File: config.mk
export PLATFORM = sky130hd
export DESIGN_NAME = tps_regs
export DESIGN_NICKNAME = d
export VERILOG_FILES = /design/src/core/tps_pkg.sv /design/src/core/tps_regs.sv /design/src/core/tps_pin_port.sv /design/src/core/tps_aux_mux.sv
export SDC_FILE = /design/constraint.sdc
export NUM_CORES = 1
export LEC_CHECK = 0
export BUFFER_PORTS_ARGS = -buffer_cell sky130_fd_sc_hd__buf_2
export CAP_MARGIN = 15
export CORE_MARGIN = 4
export CORE_UTILIZATION = 35
export DETAILED_ROUTE_END_ITERATION = 7
export PLACE_DENSITY = 0.65
export SLEW_MARGIN = 20
export SYNTH_ARGS = -nofsm -noshare
export SYNTH_HDL_FRONTEND = slang
export SYNTH_SLANG_ARGS = --single-unit
File: constraint.sdc
create_clock -name mclk -period 4.84 [get_ports mclk]
set_clock_uncertainty 0.15 [all_clocks]
set_input_delay 0.484 -clock mclk [delete_from_list [all_inputs] [get_ports mclk]]
set_output_delay 0.484 -clock mclk [all_outputs]
set_load 0.05 [all_outputs]
File: src/core/tps_pkg.sv
/*
  Constants for the test-port and self-test register group: register
  indices, field positions, write masks, reset values and bus codes.
  Assumes nothing of its surroundings; tps_regs, the checker and the testbench refer here.
*/
package tps_pkg;

  // Register indices; byte address is four times the index
  localparam logic [5:0] IDX_DRV_EN = 6'h33;
  localparam logic [5:0] IDX_PORT_LEVEL = 6'h34;
  localparam logic [5:0] IDX_PROBE_VIEW = 6'h35;
  localparam logic [5:0] IDX_SELF_TEST = 6'h36;
  localparam logic [5:0] IDX_REVISION = 6'h37;

  // Field positions
  localparam int UART_LINE_EN_BIT = 7;
  localparam int PORT_IO_EN_BIT = 7;
  localparam int NONLINEAR_BIT = 6;
  localparam int PIN_LSB = 1;
  localparam int PIN_MSB = 6;
  localparam int SELF_TEST_LSB = 0;
  localparam int SELF_TEST_MSB = 3;

  // Writable bits of each register; the rest read as zero
  localparam logic [7:0] DRV_EN_MASK = 8'hFE;
  localparam logic [7:0] PORT_LEVEL_MASK = 8'hFE;
  localparam logic [7:0] SELF_TEST_MASK = 8'h4F;

  // Reset values
  localparam logic [7:0] DRV_EN_RESET = 8'h80;
  localparam logic [7:0] PORT_LEVEL_RESET = 8'h00;
  localparam logic [7:0] SELF_TEST_RESET = 8'h40;

  // Self-test field code that arms the self-test
  localparam logic [3:0] SELF_TEST_ARM = 4'h9;

  // Avalon-MM response codes
  localparam logic [1:0] RESP_OKAY = 2'h0;
  localparam logic [1:0] RESP_DECODEERROR = 2'h3;

  // Revision code; value is arbitrary
  localparam logic [7:0] REVISION_DEFAULT = 8'h5A;

  localparam logic [7:0] BYTE_ZERO = 8'h00;
  localparam logic [31:0] WORD_ZERO = 32'h00000000;

  // Bus slave states, one-hot
  typedef enum logic [1:0] {
    ST_IDLE = 2'b01,
    ST_ANSWER = 2'b10
  } tps_bus_state_t;

endpackage : tps_pkg

File: src/core/tps_regs.sv
/*
  Test-page register group: output driver enables, port levels with pin
  readback, probe bus view, self-test control and revision, reached over
  an Avalon-MM slave with waitrequest.
  Assumes a synchronous bus master on mclk, synchronous pin inputs, and
  an external probe bus already selected by the probe select register.
*/
// Chosen here: the Avalon-MM slave port.
`timescale 1ns/1ps
// Contract
// RL1 - UART lines off when enable bit clear
// RL2 - Driver enable register resets to 80h
// RL3 - Enable bits 6..1 turn pin drivers on
// RL4 - Enable bit index equals pin index
// RL5 - SPI host uses only pins D1..D4
// RL6 - UART with lines on uses D1..D4
// RL7 - Port I/O bit makes general port; here only while serialHostActive is also high
// RL8 - Enabled pins drive stored level bits
// RL9 - I/O mode read returns pin states
// RL10 - Otherwise read returns stored contents
// RL11 - Port level register resets to 00h
// RL12 - Probe view returns selected bus bits
// RL13 - Nonlinear bit sets receiver nonlinear
// RL14 - Self-test register resets to 40h
// RL15 - Field code 1001b arms self-test
// RL16 - Checksum command starts armed self-test
// RL17 - Software clears field before normal use
// RL18 - Revision register returns version code
// RL19 - Selected probe bit drives auxiliary output
// RL20 - Read-only and reserved writes ignored, zero
module tps_regs #(
  parameter int NUM_PINS = 6,
  parameter int PROBE_WIDTH = 8,
  parameter int BIT_SEL_WIDTH = 3,
  parameter logic [7:0] REVISION = tps_pkg::REVISION_DEFAULT
) (
  input wire logic mclk,
  input wire logic reset,
  // Avalon-MM slave
  input wire logic [7:0] address,
  input wire logic read,
  input wire logic write,
  input wire logic [3:0] byteenable,
  input wire logic [31:0] writedata,
  output logic [31:0] readdata,
  output logic [1:0] response,
  output logic waitrequest,
  // Host interface and command context
  input wire logic serialHostActive,
  input wire logic checksumCalculateCommand,
  // Test port pins D1..D6
  input wire logic [NUM_PINS:1] pinIn,
  output logic [NUM_PINS:1] pinOut,
  output logic [NUM_PINS:1] pinOe,
  // Probe bus and auxiliary output
  input wire logic [PROBE_WIDTH-1:0] probeBus,
  input wire logic auxSelect,
  input wire logic [BIT_SEL_WIDTH-1:0] probeBitSelect,
  output logic auxiliaryOutputPin,
  // Control outputs
  output logic uartMxLineEnable,
  output logic uartRequestLineEnable,
  output logic nonlinearReceive,
  output logic selfTestEnabled,
  output logic selfTestStart
);

  tps_pkg::tps_bus_state_t busState;
  tps_pkg::tps_bus_state_t next_busState;

  logic [7:0] driverEnableReg;
  logic [7:0] portLevelReg;
  logic [7:0] selfTestReg;

  // Address decode
  wire logic alignedAddr = (address[1:0] == 2'b00);
  wire logic [5:0] regIndex = address[7:2];
  wire logic hitDrvEn = alignedAddr && (regIndex == tps_pkg::IDX_DRV_EN);
  wire logic hitPortLevel = alignedAddr && (regIndex == tps_pkg::IDX_PORT_LEVEL);
  wire logic hitProbeView = alignedAddr && (regIndex == tps_pkg::IDX_PROBE_VIEW);
  wire logic hitSelfTest = alignedAddr && (regIndex == tps_pkg::IDX_SELF_TEST);
  wire logic hitRevision = alignedAddr && (regIndex == tps_pkg::IDX_REVISION);
  wire logic hitAny = hitDrvEn | hitPortLevel | hitProbeView | hitSelfTest | hitRevision;

  // Request taken on the edge at which waitrequest is seen low
  wire logic request = read | write;
  wire logic commit = (busState == tps_pkg::ST_ANSWER);
  wire logic lowLane = byteenable[0];
  wire logic writeCommit = commit && write && lowLane;
  wire logic [7:0] writeByte = writedata[7:0];

  // RL20 masked writable bits
  wire logic [7:0] maskedDrvEn = writeByte & tps_pkg::DRV_EN_MASK;
  wire logic [7:0] maskedPortLevel = writeByte & tps_pkg::PORT_LEVEL_MASK;
  wire logic [7:0] maskedSelfTest = writeByte & tps_pkg::SELF_TEST_MASK;

  // Field views
  wire logic uartLineEnable = driverEnableReg[tps_pkg::UART_LINE_EN_BIT];
  wire logic [NUM_PINS:1] pinDriverEnable =
    driverEnableReg[tps_pkg::PIN_MSB:tps_pkg::PIN_LSB];
  wire logic portIoEnable = portLevelReg[tps_pkg::PORT_IO_EN_BIT];
  wire logic [NUM_PINS:1] portLevelField =
    portLevelReg[tps_pkg::PIN_MSB:tps_pkg::PIN_LSB];
  wire logic [3:0] selfTestField =
    selfTestReg[tps_pkg::SELF_TEST_MSB:tps_pkg::SELF_TEST_LSB];

  // RL7 general port mode
  wire logic ioMode = portIoEnable & serialHostActive;

  // RL15 arm code
  wire logic selfTestArmed = (selfTestField == tps_pkg::SELF_TEST_ARM);

  // Test signal per pin comes from the probe bus bit of the same index
  wire logic [NUM_PINS:1] pinTestSignal = probeBus[NUM_PINS:1];

  // RL9 RL10 port level readback source
  wire logic [7:0] portLevelRead = portIoEnable ?
    {portIoEnable, pinIn, 1'b0} : portLevelReg;

  // RL12 probe bus view
  wire logic [7:0] probeViewRead = probeBus[7:0];

  // RL18 revision code
  wire logic [7:0] revisionRead = REVISION;

  // Read multiplexer
  wire logic [7:0] readByte =
    hitDrvEn ? driverEnableReg :
    hitPortLevel ? portLevelRead :
    hitProbeView ? probeViewRead :
    hitSelfTest ? selfTestReg :
    hitRevision ? revisionRead :
    tps_pkg::BYTE_ZERO;

  wire logic [31:0] readWord = {24'h000000, readByte};
  wire logic [1:0] nextResponse = hitAny ? tps_pkg::RESP_OKAY : tps_pkg::RESP_DECODEERROR;

  // Bus slave state: one wait cycle, then the answer cycle
  always_comb begin
    next_busState = busState;
    case (busState)
      tps_pkg::ST_IDLE: begin
        if (request) begin
          next_busState = tps_pkg::ST_ANSWER;
        end
      end
      tps_pkg::ST_ANSWER: begin
        next_busState = tps_pkg::ST_IDLE;
      end
      default: begin
        next_busState = tps_pkg::ST_IDLE;
      end
    endcase
  end

  always_ff @(posedge mclk) begin
    if (reset) begin
      busState <= tps_pkg::ST_IDLE;
    end else begin
      busState <= next_busState;
    end
  end

  // Waitrequest drops for exactly the answer cycle
  always_ff @(posedge mclk) begin
    if (reset) begin
      waitrequest <= 1'b1;
    end else begin
      waitrequest <= (next_busState != tps_pkg::ST_ANSWER);
    end
  end

  // Read data and response captured as the answer cycle opens
  always_ff @(posedge mclk) begin
    if (reset) begin
      readdata <= tps_pkg::WORD_ZERO;
      response <= tps_pkg::RESP_OKAY;
    end else if (busState == tps_pkg::ST_IDLE && request) begin
      readdata <= read ? readWord : tps_pkg::WORD_ZERO;
      response <= nextResponse;
    end
  end

  // RL2 reset 80h
  always_ff @(posedge mclk) begin
    if (reset) begin
      driverEnableReg <= tps_pkg::DRV_EN_RESET;
    end else if (writeCommit && hitDrvEn) begin
      driverEnableReg <= maskedDrvEn;
    end
  end

  // RL11 reset 00h
  always_ff @(posedge mclk) begin
    if (reset) begin
      portLevelReg <= tps_pkg::PORT_LEVEL_RESET;
    end else if (writeCommit && hitPortLevel) begin
      portLevelReg <= maskedPortLevel;
    end
  end

  // RL14 reset 40h
  always_ff @(posedge mclk) begin
    if (reset) begin
      selfTestReg <= tps_pkg::SELF_TEST_RESET;
    end else if (writeCommit && hitSelfTest) begin
      selfTestReg <= maskedSelfTest;
    end
  end

  // Control outputs, registered
  always_ff @(posedge mclk) begin
    if (reset) begin
      uartMxLineEnable <= tps_pkg::DRV_EN_RESET[tps_pkg::UART_LINE_EN_BIT];
      uartRequestLineEnable <= tps_pkg::DRV_EN_RESET[tps_pkg::UART_LINE_EN_BIT];
      nonlinearReceive <= tps_pkg::SELF_TEST_RESET[tps_pkg::NONLINEAR_BIT];
      selfTestEnabled <= 1'b0;
    end else begin
      // RL1 UART lines gated
      uartMxLineEnable <= uartLineEnable;
      uartRequestLineEnable <= uartLineEnable;
      // RL13 nonlinear receiver
      nonlinearReceive <= selfTestReg[tps_pkg::NONLINEAR_BIT];
      selfTestEnabled <= selfTestArmed;
    end
  end

  // Self-test start is high one cycle after each armed cycle of the checksum command
  always_ff @(posedge mclk) begin
    if (reset) begin
      selfTestStart <= 1'b0;
    end else begin
      // RL16 command starts self-test
      selfTestStart <= checksumCalculateCommand & selfTestArmed;
    end
  end

  tps_pin_port #(
    .NUM_PINS(NUM_PINS)
  ) u_pin_port (
    .mclk(mclk),
    .reset(reset),
    .ioMode(ioMode),
    .driverEnable(pinDriverEnable),
    .levelBits(portLevelField),
    .testSignal(pinTestSignal),
    .pinOut(pinOut),
    .pinOe(pinOe)
  );

  tps_aux_mux #(
    .BUS_WIDTH(PROBE_WIDTH),
    .SEL_WIDTH(BIT_SEL_WIDTH)
  ) u_aux_mux (
    .mclk(mclk),
    .reset(reset),
    .auxSelect(auxSelect),
    .bitSelect(probeBitSelect),
    .probeBus(probeBus),
    .auxOut(auxiliaryOutputPin)
  );

endmodule : tps_regs

File: src/core/tps_pin_port.sv
/*
  Per-pin driver stage of the test port: output enable and output level
  flip-flops for each data pin.
  Assumes enables and levels arrive as synchronous vectors, one bit per pin.
*/
`timescale 1ns/1ps
module tps_pin_port #(
  parameter int NUM_PINS = 6
) (
  input wire logic mclk,
  input wire logic reset,
  input wire logic ioMode,
  input wire logic [NUM_PINS:1] driverEnable,
  input wire logic [NUM_PINS:1] levelBits,
  input wire logic [NUM_PINS:1] testSignal,
  output logic [NUM_PINS:1] pinOut,
  output logic [NUM_PINS:1] pinOe
);

  genvar i;
  generate
    for (i = 1; i <= NUM_PINS; i++) begin : g_pin
      // RL4 same index mapping
      wire logic nextOut = ioMode ? levelBits[i] : testSignal[i];
      always_ff @(posedge mclk) begin
        if (reset) begin
          pinOe[i] <= 1'b0;
          pinOut[i] <= 1'b0;
        end else begin
          // RL3 RL8 enabled pins drive
          pinOe[i] <= driverEnable[i];
          pinOut[i] <= driverEnable[i] & nextOut;
        end
      end
    end
  endgenerate

endmodule : tps_pin_port

File: src/core/tps_aux_mux.sv
/*
  Selects one bit of the probe bus and drives it onto the auxiliary
  output pin, registered.
  Assumes the probe bus and the bit select are synchronous to mclk.
*/
`timescale 1ns/1ps
module tps_aux_mux #(
  parameter int BUS_WIDTH = 8,
  parameter int SEL_WIDTH = 3
) (
  input wire logic mclk,
  input wire logic reset,
  input wire logic auxSelect,
  input wire logic [SEL_WIDTH-1:0] bitSelect,
  input wire logic [BUS_WIDTH-1:0] probeBus,
  output logic auxOut
);

  wire logic selectedBit = probeBus[bitSelect];

  always_ff @(posedge mclk) begin
    if (reset) begin
      auxOut <= 1'b0;
    end else begin
      // RL19 chosen bit out
      auxOut <= auxSelect & selectedBit;
    end
  end

endmodule : tps_aux_mux

==> impl_results.md <==
- Outcome: finished, final reports clean
- Cell Int Power: 0.636 mW
- Slew Viols, Final: 0
- Clock Latency Late Sink: 310 ps
- Port buffer count: 69
- FFs w/ async S/R, synth: 0
- Fin crit period: 1940 ps
- Slowest-stage cell, CP: dfxtp_1
- Hold Path Depth: 2
- Initial antenna violation count: 0
- CP Capture Type: flip-flop
- Mapped cell area: 2240 sq um
- Die X: 88.1 microns
- Via density: 4.84
- CP peak stage delay: 780 ps
- Final setup margin: 2900 ps
- CP top delay family: flip-flops
- Post-place instance area: 2510 sq um
- WP data arrival: 1980 ps
- Reg2reg path depth: 4
- Class of the worst hold path: in -> reg
- Number of global-route vias before repair: 1,702
- CP startpoint kind: flip-flop
- Period utilization: 0.400
- CP bufs+invs: 0
- Post-DRT Antenna Nets: 0
- DRC viols: 0
- Clk buf depth: 2
- RSZ-0062 raised after global routing: no
- Start point of the worst min-delay path: checksumCalculateCommand
- Storage element area: 961 sq um
- Tot GR Track Use: 0.146
- DPL Wire Length: 4.27 mm
- CTS root buf: clkbuf_8
- Final net count: 356
- P_sw: 0.228 mW
- Number of H-tree levels: 2
- IO Pins: 121
- CP required: 4880 ps
- Count of cell types in the netlist: 40
- N_diodes: 0
- Hold buffer count at cts: 0
- Register area share after synthesis: 0.428
- Drt wl/cell: 15.3 microns
- Core area: 6060 sq um
- First-pass GRT wire length: 8.48 mm
- Final hold viol count: 0
- Ranking of synthesized cells by area: dfxtp_1, mux2i_1, buf_4
- Vias: 1,760
- Router iterations before antenna repair: 4
- Commonest register cell after synthesis: dfxtp_1
- Setup violators final: 0
- Fmax: 517 MHz
- Setup_tns: 0 ps
- Sw Ratio: 0.264
- Initial DRC count: 97
- WL final: 5.57 mm
- Die Y: 88.1 microns
- Crit-path cells: mux2_2 -> mux2i_1 -> o21ai_0 -> a32o_1
- Worst-path fanout max: 15
- Area of the multi-input gates: 1110 sq um
- Maximum vdd drop: 0.116 mV
- Synthesis-to-finish area growth: 18.2%
- Share of layout cells above drive strength 1: 0.318
- Post-layout instance area: 2650 sq um
- Comb power frac: 0.132
- Post-synthesis register bit count: 48
- CP Launch Point: portLevelReg[7]
- Share of the synthesized area in the top cell type: 0.428
- Worst path depth: 4
- Ys Warns: 0
- Syn Inst Count: 225
- TritonCTS Buffers: 5
- Dpl ws: 2630 ps
- Row count: 28
- CTS tree: built
- Gr ovfl total: 0
- PwrDens: 326 nW/um^2
- CP Class: reg -> reg
- Post-synth EDFFs: 0
- Worst flop-to-flop path startpoint: portLevelReg[7]
- Die area: 7750 sq um
- Avg Cell Area, Syn: 9.97 sq um
- Post-synth top area cell: dfxtp_1
- RD Place Congestion: 0.860
- Static leakage: 1.20 nW
- Clock Sinks: 48
- Post-cts resize count: 0
- Slew of the pin with the lowest slew margin: 699 ps
- Max-Cap Viols: 0
- Slew margin rel.: 0.533
- Clk slew on worst S/H paths: 100 ps
- Seq pwr share: 0.463
- Post-CTS setup buffer count: 0
- Fillcell total: 603
- Initial core utilization: 0.370
- Clock group share of total power: 0.405
- Largest net degree at the start of global routing: 35
cell usage after synthesis, types with 2 or more instances:
| master | n |
|---|---|
| a211o_1 | 2 |
| a21boi_0 | 6 |
| a21o_2 | 3 |
| a221oi_1 | 4 |
| a22o_1 | 2 |
| a32o_1 | 4 |
| and2_1 | 2 |
| and2b_1 | 4 |
| and3_1 | 2 |
| and4b_1 | 3 |
| buf_2 | 2 |
| buf_4 | 27 |
| buf_6 | 2 |
| clkbuf_1 | 4 |
| dfxtp_1 | 48 |
| inv_1 | 2 |
| mux2_2 | 2 |
| mux2i_1 | 25 |
| mux4_2 | 2 |
| nand2_1 | 9 |
| nand3_1 | 6 |
| nor2_1 | 23 |
| nor2b_1 | 9 |
| o21ai_0 | 8 |
| o2bb2ai_1 | 4 |
| or2_0 | 2 |
| or2_2 | 4 |
| or2b_1 | 2 |
registers in the layout, summed over array words and instances, names as in the netlist, 2 cells and up:
register / count
selfTestReg: 5
driverEnableReg: 7
u_pin_port.pinOut: 6
busState: 2
portLevelReg: 7
readdata: 8
u_pin_port.pinOe: 6
worst reg2reg max path: stages, from the launching register on:
cell and delay, ps:
dfxtp_1 780, mux2_2 420, mux2i_1 130, o21ai_0 90
a32o_1 250
per-layer routing:
layer / wire length, microns / GRT usage
met5: 0 / 0
met2: 2530 / 0.229
met3: 513 / 0.0423
met1: 2470 / 0.194
met4: 50 / 0.0440
placed cells by master, fill, tap and decap left out, drive strengths merged, types with 5 or more instances in the layout:
cell	instances
nand2	9
dfxtp	48
o21ai	8
nor2b	10
or2	6
nor2	23
buf	69
conb	24
a21boi	6
nand3	6
mux2i	25
clkbuf	5
final cells by class:
cell class / count / share of cell area
clock buffer: 5 / 0.0259
clock inverter: 3 / 0.0259
inverter: 2 / 0.00283
multi-input combinational: 162 / 0.417
sequential: 48 / 0.362
tap: 75 / 0.0354
timing repair buffer: 69 / 0.130
metrics by stage:
stage,hold WS [ps],power [mW],cells,util
after floorplan,276,0.508,248,-
after global placement,301,0.522,356,0.415
after detailed placement,296,0.523,356,0.415
after CTS,213,0.872,364,0.438
after global routing,221,0.898,364,0.438
final,224,0.864,364,0.438
cell families after synthesis:
kind of cell,Yosys count,synth area share
flops,48,0.428
mux,29,0.142
buf+inv,38,0.117
other cells,1,0.00167
simple gates,74,0.191
compound gates,35,0.121
power by group through the flow:
| stage | clock network, mW | logic (mW) | registers (mW) |
|---|---|---|---|
| floorplan | 0 | 0.0901 | 0.418 |
| global placement | 0 | 0.113 | 0.409 |
| detailed placement | 0 | 0.114 | 0.410 |
| CTS | 0.358 | 0.114 | 0.400 |
| global route | 0.375 | 0.122 | 0.401 |
| finish | 0.349 | 0.114 | 0.400 |
path summary, 6_finish.rpt:
kind | to | slack [ps]
max | readdata[5] | 2900
min | selfTestStart | 220
max reg2reg | readdata[5] | 2900
min reg2reg | readdata[2] | 320
(Power assumes the default switching activity.)
